<file path="src/inc/cfg_bank_pkg.sv">
// constants, register indices and state codes of the paged register bank
// assumes a 100 MHz clock and APB byte addresses of four times the index
//
// Functional notes
// - page switches on write, page readable anytime
// - pages 0,1,2,3 and 0x0A to 0x0D decode
// - subordinate subsystems power up with master stage
// - master state codes 9, 0, 36 via 0x40
// - monitor state codes 5, 0, 12 via 0x40
// - input state codes 7, 0, 23 via 0x40
// - output state codes 12, 0, 20 via 0x60
// - PLL state codes 8, 0, 48 via 0x20
// - unmasked PLL live bit 0 shows unlock
// - outer loop bit 7 marks free-run profile
// - holdover view 0x0D shows holdover in bit 3
// - master 0x07 ones clear PLL lock/holdover notifies
// - monitor 0x03 ones clear clock loss notifies
// - monitor 0x07 ones clear drift notifies
// - notify bit sets only when its mask set
// - notify clears on written one, zero keeps
package cfg_bank_pkg;
  // ---------------------------------------------------------------
  // pages
  // ---------------------------------------------------------------
  localparam logic [7:0] PG_MASTER = 8'h00;
  localparam logic [7:0] PG_OUTPUT = 8'h03;
  localparam logic [7:0] PG_PLL_A = 8'h0A;
  localparam logic [7:0] PG_PLL_D = 8'h0D;
  localparam logic [2:0] PI_MASTER = 3'h0;
  localparam logic [2:0] PI_CLKMON = 3'h1;
  localparam logic [2:0] PI_INPUT = 3'h2;
  localparam logic [2:0] PI_OUTPUT = 3'h3;
  // ---------------------------------------------------------------
  // register indices
  // ---------------------------------------------------------------
  localparam logic [7:0] IX_LIVE = 8'h02;
  localparam logic [7:0] IX_CL_STICKY = 8'h03;
  localparam logic [7:0] IX_MASK_A = 8'h04;
  localparam logic [7:0] IX_LIVE_B = 8'h06;
  localparam logic [7:0] IX_STICKY = 8'h07;
  localparam logic [7:0] IX_MASK_B = 8'h08;
  localparam logic [7:0] IX_OUTER = 8'h17;
  localparam logic [7:0] IX_COMMIT = 8'h30;
  localparam logic [7:0] IX_HO_SEL = 8'hB3;
  localparam logic [7:0] IX_HO_STAT = 8'hB9;
  localparam logic [7:0] IX_STATE = 8'hD0;
  localparam logic [7:0] IX_STATE_SEL = 8'hD1;
  localparam logic [7:0] IX_PAGE = 8'hFF;
  // ---------------------------------------------------------------
  // field values
  // ---------------------------------------------------------------
  localparam logic [7:0] SEL_GENERIC = 8'h40;
  localparam logic [7:0] SEL_OUTPUT = 8'h60;
  localparam logic [7:0] SEL_PLL = 8'h20;
  localparam logic [7:0] HO_VIEW = 8'h0D;
  localparam int HO_BIT = 3;
  localparam int FREE_RUN_BIT = 7;
  localparam logic [7:0] RESET_VAL = 8'h00;
  localparam logic [7:0] ST_IDLE = 8'h00;
  localparam logic [7:0] ST_M_WAIT = 8'h09;
  localparam logic [7:0] ST_M_ACT = 8'h24;
  localparam logic [7:0] ST_CM_WAIT = 8'h05;
  localparam logic [7:0] ST_CM_ACT = 8'h0C;
  localparam logic [7:0] ST_IN_WAIT = 8'h07;
  localparam logic [7:0] ST_IN_ACT = 8'h17;
  localparam logic [7:0] ST_OUT_WAIT = 8'h0C;
  localparam logic [7:0] ST_OUT_ACT = 8'h14;
  localparam logic [7:0] ST_PLL_WAIT = 8'h08;
  localparam logic [7:0] ST_PLL_ACT = 8'h30;
  // ---------------------------------------------------------------
  // timing
  // ---------------------------------------------------------------
  localparam int CLK_PERIOD_NS = 10;
  localparam int NVM_LOAD_NS = 10000;
  localparam int NVM_LOAD_CYC = (NVM_LOAD_NS + CLK_PERIOD_NS - 1)
                                / CLK_PERIOD_NS;
  typedef enum logic [1:0] {SS_IDLE, SS_PROG_WAIT, SS_ACTIVE} ss_state_t;
endpackage : cfg_bank_pkg

</file>
<file path="src/inc/ss_ctl_if.sv">
// wake, commit and state of one subsystem sequencer
// assumes the bank drives wake and commit from its clock
`timescale 1ns/100ps
interface ss_ctl_if;
  logic wake;
  logic commit;
  cfg_bank_pkg::ss_state_t state;
  modport bank (output wake, output commit, input state);
  modport fsm (input wake, input commit, output state);
endinterface : ss_ctl_if

</file>
<file path="src/design/subsystem_fsm.sv">
// wake-up sequencer of one subsystem: idle, program wait, active
// assumes commit is a one-cycle pulse from the register bank
`timescale 1ns/100ps
module subsystem_fsm (
  input wire logic clk,
  input wire logic rst_n,
  ss_ctl_if.fsm ctl
);
  cfg_bank_pkg::ss_state_t state;
  cfg_bank_pkg::ss_state_t next_state;

  always_comb begin
    next_state = state;
    case (state)
      cfg_bank_pkg::SS_IDLE: begin
        if (ctl.wake) next_state = cfg_bank_pkg::SS_PROG_WAIT;
      end
      cfg_bank_pkg::SS_PROG_WAIT: begin
        if (ctl.commit) next_state = cfg_bank_pkg::SS_ACTIVE;
      end
      default: next_state = state;
    endcase
  end

  always_ff @(posedge clk or negedge rst_n) begin
    if (!rst_n) state <= cfg_bank_pkg::SS_IDLE;
    else state <= next_state;
  end

  assign ctl.state = state;
endmodule : subsystem_fsm

</file>
<file path="src/design/config_bank.sv">
// paged configuration and status bank behind an APB slave
// assumes live status inputs synchronous to CLK
//
// Added by the designer: the APB register port.
`timescale 1ns/100ps
module config_bank (
  input wire logic CLK,
  input wire logic RST_N,
  input wire logic PSEL,
  input wire logic PENABLE,
  input wire logic PWRITE,
  input wire logic [11:0] PADDR,
  input wire logic [31:0] PWDATA,
  output logic [31:0] PRDATA,
  output logic PREADY,
  output logic PSLVERR,
  input wire logic [3:0] PLL_UNLOCK,
  input wire logic [3:0] PLL_HOLDOVER,
  input wire logic [3:0] CLOCK_LOSS,
  input wire logic [3:0] DRIFT_FINE,
  input wire logic [3:0] DRIFT_COARSE,
  output logic [7:0] SUBSYS_POWERED
);
  // ---------------------------------------------------------------
  // functions
  // ---------------------------------------------------------------
  // {valid, slot}: slots 0..3 plain pages, 4..7 the PLL pages
  function automatic logic [3:0] page_slot(input logic [7:0] pg);
    logic [3:0] r;
    r = 4'h0;
    if (pg <= cfg_bank_pkg::PG_OUTPUT) r = {1'b1, pg[2:0]};
    else if (pg >= cfg_bank_pkg::PG_PLL_A && pg <= cfg_bank_pkg::PG_PLL_D)
      r = {2'b11, 2'(pg - cfg_bank_pkg::PG_PLL_A)};
    return r;
  endfunction : page_slot

  function automatic logic [7:0] sticky_next(input logic [7:0] old,
    input logic [7:0] ev, input logic [7:0] mask, input logic [7:0] clr);
    // a new event wins over a clear in the same cycle
    return (old & ~clr) | (ev & mask);
  endfunction : sticky_next

  function automatic logic [7:0] view_sel(input logic [2:0] s);
    logic [7:0] r;
    r = cfg_bank_pkg::SEL_GENERIC;
    if (s[2]) r = cfg_bank_pkg::SEL_PLL;
    else if (s == cfg_bank_pkg::PI_OUTPUT) r = cfg_bank_pkg::SEL_OUTPUT;
    return r;
  endfunction : view_sel

  function automatic logic [7:0] state_code(input logic [2:0] s,
    input cfg_bank_pkg::ss_state_t st);
    logic [7:0] w;
    logic [7:0] a;
    w = cfg_bank_pkg::ST_PLL_WAIT;
    a = cfg_bank_pkg::ST_PLL_ACT;
    if (s == cfg_bank_pkg::PI_MASTER) begin
      w = cfg_bank_pkg::ST_M_WAIT;
      a = cfg_bank_pkg::ST_M_ACT;
    end else if (s == cfg_bank_pkg::PI_CLKMON) begin
      w = cfg_bank_pkg::ST_CM_WAIT;
      a = cfg_bank_pkg::ST_CM_ACT;
    end else if (s == cfg_bank_pkg::PI_INPUT) begin
      w = cfg_bank_pkg::ST_IN_WAIT;
      a = cfg_bank_pkg::ST_IN_ACT;
    end else if (s == cfg_bank_pkg::PI_OUTPUT) begin
      w = cfg_bank_pkg::ST_OUT_WAIT;
      a = cfg_bank_pkg::ST_OUT_ACT;
    end
    if (st == cfg_bank_pkg::SS_PROG_WAIT) return w;
    else if (st == cfg_bank_pkg::SS_ACTIVE) return a;
    return cfg_bank_pkg::ST_IDLE;
  endfunction : state_code

  // ---------------------------------------------------------------
  // state
  // ---------------------------------------------------------------
  logic [7:0] page;
  logic [7:0] state_sel [8];
  logic [7:0] m_mask;
  logic [7:0] m_sticky;
  logic [3:0] cl_mask;
  logic [3:0] cl_sticky;
  logic [7:0] dr_mask;
  logic [7:0] dr_sticky;
  logic [7:0] pll_mask [4];
  logic [7:0] outer [4];
  logic [7:0] ho_sel [4];
  logic [11:0] load_cnt;
  logic load_done;
  cfg_bank_pkg::ss_state_t st [8];
  logic [7:0] rd_val;
  logic rd_ok;

  // ---------------------------------------------------------------
  // decode
  // ---------------------------------------------------------------
  wire [7:0] idx = PADDR[9:2];
  wire addr_ok = PADDR[1:0] == 2'h0 && PADDR[11:10] == 2'h0;
  wire [3:0] pdec = page_slot(page);
  wire pg_ok = pdec[3];
  wire [2:0] slot = pdec[2:0];
  wire on_m = pg_ok && slot == cfg_bank_pkg::PI_MASTER;
  wire on_cm = pg_ok && slot == cfg_bank_pkg::PI_CLKMON;
  wire on_pll = pg_ok && slot[2];
  wire [1:0] pll = slot[1:0];
  wire [7:0] wd = PWDATA[7:0];
  wire take = PSEL && PENABLE && !PREADY;
  wire wr_fire = PSEL && PENABLE && PWRITE && PREADY && addr_ok;
  wire w_page = wr_fire && idx == cfg_bank_pkg::IX_PAGE;
  wire w_sel = wr_fire && pg_ok && idx == cfg_bank_pkg::IX_STATE_SEL;
  wire w_commit = wr_fire && pg_ok && idx == cfg_bank_pkg::IX_COMMIT;
  wire w_m_mask = wr_fire && on_m && idx == cfg_bank_pkg::IX_MASK_B;
  wire w_m_clr = wr_fire && on_m && idx == cfg_bank_pkg::IX_STICKY;
  wire w_cl_mask = wr_fire && on_cm && idx == cfg_bank_pkg::IX_MASK_A;
  wire w_cl_clr = wr_fire && on_cm && idx == cfg_bank_pkg::IX_CL_STICKY;
  wire w_dr_mask = wr_fire && on_cm && idx == cfg_bank_pkg::IX_MASK_B;
  wire w_dr_clr = wr_fire && on_cm && idx == cfg_bank_pkg::IX_STICKY;
  wire w_p_mask = wr_fire && on_pll && idx == cfg_bank_pkg::IX_MASK_A;
  wire w_outer = wr_fire && on_pll && idx == cfg_bank_pkg::IX_OUTER;
  wire w_ho_sel = wr_fire && on_pll && idx == cfg_bank_pkg::IX_HO_SEL;
  wire [7:0] m_ev = {PLL_HOLDOVER, PLL_UNLOCK};
  wire [7:0] dr_ev = {DRIFT_COARSE, DRIFT_FINE};
  wire [7:0] m_clr = w_m_clr ? wd : 8'h00;
  wire [7:0] cl_clr = w_cl_clr ? {4'h0, wd[3:0]} : 8'h00;
  wire [7:0] dr_clr = w_dr_clr ? wd : 8'h00;
  wire [7:0] next_m_sticky = sticky_next(m_sticky, m_ev, m_mask, m_clr);
  wire [7:0] next_cl_sticky = sticky_next({4'h0, cl_sticky},
    {4'h0, CLOCK_LOSS}, {4'h0, cl_mask}, cl_clr);
  wire [7:0] next_dr_sticky = sticky_next(dr_sticky, dr_ev, dr_mask,
    dr_clr);
  // state view only answers with the selector that belongs to the page
  wire [7:0] state_rd = state_sel[slot] == view_sel(slot) ?
    state_code(slot, st[slot]) : cfg_bank_pkg::ST_IDLE;
  wire lol_live = PLL_UNLOCK[pll] && pll_mask[pll][0];
  // a free-run profile keeps the loop in holdover while outer bit 7 stays set
  wire ho_now = PLL_HOLDOVER[pll] || outer[pll][cfg_bank_pkg::FREE_RUN_BIT];
  wire ho_bit = ho_sel[pll] == cfg_bank_pkg::HO_VIEW && ho_now;

  // ---------------------------------------------------------------
  // read selection
  // ---------------------------------------------------------------
  always_comb begin
    rd_val = 8'h00;
    rd_ok = 1'b1;
    if (!addr_ok) rd_ok = 1'b0;
    else if (idx == cfg_bank_pkg::IX_PAGE) rd_val = page;
    else if (!pg_ok) rd_ok = 1'b0;
    else if (idx == cfg_bank_pkg::IX_STATE_SEL) rd_val = state_sel[slot];
    else if (idx == cfg_bank_pkg::IX_STATE) rd_val = state_rd;
    else if (idx == cfg_bank_pkg::IX_COMMIT) rd_val = 8'h00;
    else if (on_m && idx == cfg_bank_pkg::IX_LIVE_B) rd_val = m_ev;
    else if (on_m && idx == cfg_bank_pkg::IX_STICKY) rd_val = m_sticky;
    else if (on_m && idx == cfg_bank_pkg::IX_MASK_B) rd_val = m_mask;
    else if (on_cm && idx == cfg_bank_pkg::IX_LIVE)
      rd_val = {4'h0, CLOCK_LOSS};
    else if (on_cm && idx == cfg_bank_pkg::IX_CL_STICKY)
      rd_val = {4'h0, cl_sticky};
    else if (on_cm && idx == cfg_bank_pkg::IX_MASK_A)
      rd_val = {4'h0, cl_mask};
    else if (on_cm && idx == cfg_bank_pkg::IX_LIVE_B) rd_val = dr_ev;
    else if (on_cm && idx == cfg_bank_pkg::IX_STICKY) rd_val = dr_sticky;
    else if (on_cm && idx == cfg_bank_pkg::IX_MASK_B) rd_val = dr_mask;
    else if (on_pll && idx == cfg_bank_pkg::IX_LIVE)
      rd_val = {7'h00, lol_live};
    else if (on_pll && idx == cfg_bank_pkg::IX_MASK_A) rd_val = pll_mask[pll];
    else if (on_pll && idx == cfg_bank_pkg::IX_OUTER)
      rd_val = outer[pll];
    else if (on_pll && idx == cfg_bank_pkg::IX_HO_SEL) rd_val = ho_sel[pll];
    else if (on_pll && idx == cfg_bank_pkg::IX_HO_STAT)
      rd_val = {4'h0, ho_bit, 3'h0};
    else rd_ok = 1'b0;
  end

  // ---------------------------------------------------------------
  // APB answer: one wait state, data and error registered
  // ---------------------------------------------------------------
  always_ff @(posedge CLK or negedge RST_N) begin
    if (!RST_N) begin
      PREADY <= 1'b0;
      PRDATA <= 32'h0000_0000;
      PSLVERR <= 1'b0;
    end else begin
      PREADY <= take;
      if (take) begin
        PRDATA <= PWRITE ? 32'h0000_0000 : {24'h00_0000, rd_val};
        PSLVERR <= !rd_ok;
      end
    end
  end

  // ---------------------------------------------------------------
  // registers
  // ---------------------------------------------------------------
  always_ff @(posedge CLK or negedge RST_N) begin
    if (!RST_N) begin
      page <= cfg_bank_pkg::PG_MASTER;
      m_mask <= cfg_bank_pkg::RESET_VAL;
      cl_mask <= 4'h0;
      dr_mask <= cfg_bank_pkg::RESET_VAL;
      m_sticky <= cfg_bank_pkg::RESET_VAL;
      cl_sticky <= 4'h0;
      dr_sticky <= cfg_bank_pkg::RESET_VAL;
    end else begin
      if (w_page) page <= wd;
      if (w_m_mask) m_mask <= wd;
      if (w_cl_mask) cl_mask <= wd[3:0];
      if (w_dr_mask) dr_mask <= wd;
      m_sticky <= next_m_sticky;
      cl_sticky <= next_cl_sticky[3:0];
      dr_sticky <= next_dr_sticky;
    end
  end

  always_ff @(posedge CLK or negedge RST_N) begin
    if (!RST_N) begin
      for (int i = 0; i < 8; i++) state_sel[i] <= cfg_bank_pkg::RESET_VAL;
      for (int i = 0; i < 4; i++) begin
        pll_mask[i] <= cfg_bank_pkg::RESET_VAL;
        outer[i] <= cfg_bank_pkg::RESET_VAL;
        ho_sel[i] <= cfg_bank_pkg::RESET_VAL;
      end
    end else begin
      if (w_sel) state_sel[slot] <= wd;
      if (w_p_mask) pll_mask[pll] <= wd;
      if (w_outer) outer[pll] <= wd;
      if (w_ho_sel) ho_sel[pll] <= wd;
    end
  end

  // nonvolatile load window before the master wakes
  always_ff @(posedge CLK or negedge RST_N) begin
    if (!RST_N) begin
      load_cnt <= 12'h000;
      load_done <= 1'b0;
    end else if (!load_done) begin
      load_cnt <= load_cnt + 12'h001;
      load_done <= load_cnt == 12'(cfg_bank_pkg::NVM_LOAD_CYC - 1);
    end
  end

  // ---------------------------------------------------------------
  // subsystem sequencers
  // ---------------------------------------------------------------
  ss_ctl_if ctl [8] ();
  for (genvar g = 0; g < 8; g++) begin : g_ss
    // slaves come up once the master has left idle
    if (g == 0) begin : g_m
      assign ctl[g].wake = load_done;
    end else begin : g_s
      assign ctl[g].wake = st[0] != cfg_bank_pkg::SS_IDLE;
    end
    assign ctl[g].commit = w_commit && wd[0] && slot == 3'(g);
    assign st[g] = ctl[g].state;
    subsystem_fsm u_fsm (
      .clk(CLK),
      .rst_n(RST_N),
      .ctl(ctl[g])
    );
  end

  always_ff @(posedge CLK or negedge RST_N) begin
    if (!RST_N) SUBSYS_POWERED <= 8'h00;
    else begin
      for (int i = 0; i < 8; i++)
        SUBSYS_POWERED[i] <= st[i] != cfg_bank_pkg::SS_IDLE;
    end
  end

  wire rd_done = PSEL && PENABLE && PREADY && !PWRITE && addr_ok;
endmodule : config_bank

</file>
<file path="config.mk">
export PLATFORM = sky130hd
export DESIGN_NAME = config_bank
export DESIGN_NICKNAME = d
export VERILOG_FILES = /design/src/inc/cfg_bank_pkg.sv /design/src/inc/ss_ctl_if.sv /design/src/design/subsystem_fsm.sv /design/src/design/config_bank.sv
export SDC_FILE = /design/constraint.sdc
export NUM_CORES = 1
export LEC_CHECK = 0
export BUFFER_PORTS_ARGS = -buffer_cell sky130_fd_sc_hd__buf_2
export CAP_MARGIN = 20
export CORE_UTILIZATION = 30
export DETAILED_ROUTE_END_ITERATION = 10
export PLACE_DENSITY = 0.53
export RECOVER_POWER = 25
export SLEW_MARGIN = 20
export SYNTH_ARGS = -nofsm -noshare
export SYNTH_HDL_FRONTEND = slang
export SYNTH_HIERARCHICAL = 1
export SYNTH_SLANG_ARGS = --single-unit
</file>
<file path="constraint.sdc">
create_clock -name CLK -period 4.4 [get_ports CLK]
set_input_delay 0.66 -clock CLK [delete_from_list [all_inputs] [get_ports CLK]]
set_output_delay 0.66 -clock CLK [all_outputs]
set_load 0.1 [all_outputs]
</file>
==> qor.log <==
[sta] final critical delay including setup and external delays 4.067 ns
[clocking] TritonCTS Buffers 28
[synth] fraction of synthesized cell area taken by the top area cell type 47.38%
[sta] Worst Slack Setup Final 0.3328 ns
[drt] total via count in the routed design 10.31k
[finish] ratio of cells with drive above 1 in the final layout 32.35%
[drt] number of design-rule violations left by the first detailed-router iteration 820
[synth] combinational family with the most area after synthesis multiplexers
[synth] Mean Syn Cell Area 11.19 um2
[floorplan] initial standard-cell utilization of the core 30.45%
[synth] post-synthesis compound-gate area fraction 14.04%
[sta] RSZ-0062 raised after global routing false
[global_route] number of global-route vias before repair 9,921
[setup_path] crit path DAT 4.51 ns
[finish] leading cell type in the layout, fill and taps excluded sky130_fd_sc_hd__dfrtp_1
[clocking] number of buffers on the longest clock path 3
[flow_run] number of max-capacitance violations reported 2
[synth] top flip-flop cell by instance count after synthesis sky130_fd_sc_hd__dfrtp_1
[synth] Post-synth EDFFs 0
[global_route] total routing usage reported by global routing 18.87%
[clocking] number of sinks on the clock net 255
[clocking] # hold bufs at CTS 0
[finish] post-route standard cell area excluding fillers 15,390 um2
[sta] Worst slew margin -50.49%
[setup_path] CP Max Fanout 9
[pwr] Static Leak 6.978 nW
[sta] count of endpoints failing setup in the final report 0
[synth] largest cells by area after synthesis sky130_fd_sc_hd__dfrtp_1 (47%), sky130_fd_sc_hd__mux2_2 (17%), sky130_fd_sc_hd__nor2_1 (2.3%)
[setup_path] startpoint type of the worst setup path register
[finish] relative area change from synthesis to final layout 14.26%
[placement] routability-driven placement congestion ratio 0.9195
[setup_path] Setup CP Type register to register
[placement] total cell area at the placement stage 14,460 um2
[floorplan] DIE AREA 45,740 um2
[synth] adder-cell area share of the yosys netlist 0.1858%
[setup_path] count of buffering cells on the critical path with inverters included 0
[clocking] clock-pin transition on the worst setup and hold timing paths 0.06 ns
[drt] aggregate routed wire length 42,830 um
[setup_path] cell type group with the largest total delay on the critical path simple AND/OR/NAND/NOR gates
[drt] vias per std cell 5.489
[drt] detailed-route DRC error count 0
[pwr] total power per unit cell area 328.3 nW/um2
[floorplan] ports placed on the boundary 111
[setup_path] crit path capture type register
[sta] Post-Route Skew 0.01913 ns
[sta] fin crit share 92.44%
[sta] total count of hold-check failures in the final report 0
[finish] NumNets Final 1,336
[global_route] sum of overflow across all layers after global routing 0
[placement] placed wire-length estimate after detailed placement 29,890 um
[worst_hold_path] Tightest Hold Check Type primary input to register
[floorplan] height of the die 213.9 um
[setup_path] slowest library cell on the worst path sky130_fd_sc_hd__or4_1
[sta] max-slew violations 158
[finish] Ant. Diodes 0
[clocking] CTS H-tree depth 1
[setup_path] Worst Path Required 4.84 ns
[clocking] quantity of gates resized following cts 0
[drt] total iterations of the first detailed-routing run 8
[synth] share of flip-flops with an asynchronous set or reset 100.0%
[synth] Yosys warnings 6
[setup_path] CP cell instances or4_1, nor3_1, a21oi_1, o21ai_0, a21oi_1, a21oi_1, ha_1, nor4b_1, nand4_1, nor3_2, a22oi_1, o31ai_1
[placement] I/O Buffers 62
[clocking] clock tree from TritonCTS yes
[global_route] number of antenna violations at the first check in global routing 0
[synth] xor-xnor portion of the synthesized cell area 0.9756%
[clocking] Post-CTS Setup Inserts 0
[synth] Synth Cell Area 13,470 um2
[setup_path] longest individual stage delay on the worst path 0.76 ns
[sta] Total Negative Setup Slacks 0 ns
[drt] mean routed wirelength per cell 22.80 um
[placement] post-placement setup slack 0.3672 ns
[synth] Syn Inst Count 1,203
[drt] remaining antenna violation count 0
[sta] actual transition at the worst max-transition pin 2.257 ns
[setup_path] cell type with the highest occurrence count on the critical path sky130_fd_sc_hd__a21oi_1
[synth] number of unique standard cell types used by synthesis 88
[clocking] clock insertion delay at the later pin of the skew report 0.56 ns
[global_route] global-route wire length before repair 64,740 um
[synth] multiplexer fraction of the synthesized cell area 18.36%
[run_status] result of the run finished with violations
[floorplan] standard-cell row count 77
[synth] largest area contributor in the synthesized netlist sky130_fd_sc_hd__dfrtp_1
[global_route] maximum number of pins on one net before global-route repair 86
[clocking] Clk Tree Root Cell sky130_fd_sc_hd__clkbuf_16
[floorplan] core footprint 44,220 um2
[pwr] Peak VDD IR 0.2863 mV
[synth] area fraction in and, or, nand and nor cells after synthesis 14.88%
[sta] Fmax 0.2459 GHz
[floorplan] die extent in x 213.9 um
[finish] most frequent cells in the layout sky130_fd_sc_hd__dfrtp_1 (254), sky130_fd_sc_hd__mux2_2 (206), sky130_fd_sc_hd__nor2_1 (82)
[synth] sequential share of the synthesized area 47.38%
[synth] register bit count reported by yosys 255
[run_status] failing checks max-capacitance violations, max-slew violations
through the flow:
stage	total power [W]	utilization (%)	hold slack [ns]	cells
after detailed placement	0.002669	32.71	0.4668	1827
after CTS	0.005122	34.86	0.1336	1878
final	0.005051	34.80	0.3513	1878
after global routing	0.005218	34.80	0.3394	1878
after floorplan	0.002561	-	0.3644	1226
after global placement	0.002669	32.71	0.4622	1827
report_power, final:
part,leakage (nW),internal (W),switching [W]
Clock,0.476,0.00146,0.000972
Combinational,2.99,0.0000304,0.000243
Sequential,3.51,0.00235,0.00000119
Total,6.98,0.00383,0.00122
sequential cells by signal, indices dropped and copies added (netlist names):
signal and count:
PRDATA 8, PREADY 1, cl_mask 4, SUBSYS_POWERED 8, outer 32, cl_sticky 4, dr_sticky 8, ho_sel 32
pll_mask 32, page 8, ctl.wake 1, m_mask 8, g_ss.u_fsm/ctl.state 16, PSLVERR 1, state_sel 64, load_cnt 12
m_sticky 8, dr_mask 8
Yosys cell counts, drive strengths merged, types with 14 or more instances:
| library cell | number |
|---|---|
| nand4 | 18 |
| buf | 54 |
| a22o | 33 |
| o21ai | 32 |
| a21oi | 43 |
| nor4 | 19 |
| nor3 | 22 |
| clkbuf | 41 |
| nand3 | 30 |
| nand2b | 14 |
| a22oi | 15 |
| mux2 | 208 |
| nor2 | 85 |
| nand2 | 78 |
| or2 | 14 |
| dfrtp | 255 |
worst reg2reg max path, delay by kind of cell (launching register included):
family                     cells  cell delay (ns)
and+or+nand+nor                5             2.38
AOI/OAI and AO/OA              6             0.87
adders and majority gates      1             0.28
DFF                            1             0.43
final timing paths:
kind                                 start                         end  slack [ns]  cells after the start
min in group asynchronous            RST_N  g_ss[4].u_fsm/ctl.state[1]        0.76                      1
min                        DRIFT_COARSE[3]                dr_sticky[7]        0.35                      2
max                                page[6]                   PRDATA[2]        0.33                     12
max in group asynchronous            RST_N                  ho_sel[10]        0.90                      2
max reg2reg                        page[6]                   PRDATA[2]        0.33                     12
min reg2reg                        PSLVERR                     PSLVERR        0.47                      2
area by class of cell:
cell class	instances	area, um2
multi-input combinational	863	6616
clock inverter	13	142.6
inverter	13	48.80
tap	592	740.7
fill	4451	28830
timing repair buffer	104	644.4
clock buffer	38	809.5
sequential	255	6385
routing by layer:
layer  wire length (um)  global-route usage, %
met1              19320                  26.31
met2              19760                  30.26
met3               2400                  2.006
met4               1346                  6.724
met5                  0                      0
cells by family after synthesis:
group | Yosys count
DFF | 255
buffers and inverters | 108
other | 1
muxes | 221
adders and majority gates | 2
and+or+nand+nor | 347
xor gates and xnor gates | 15
AOI/OAI and AO/OA | 254
(Power assumes the default switching activity.)
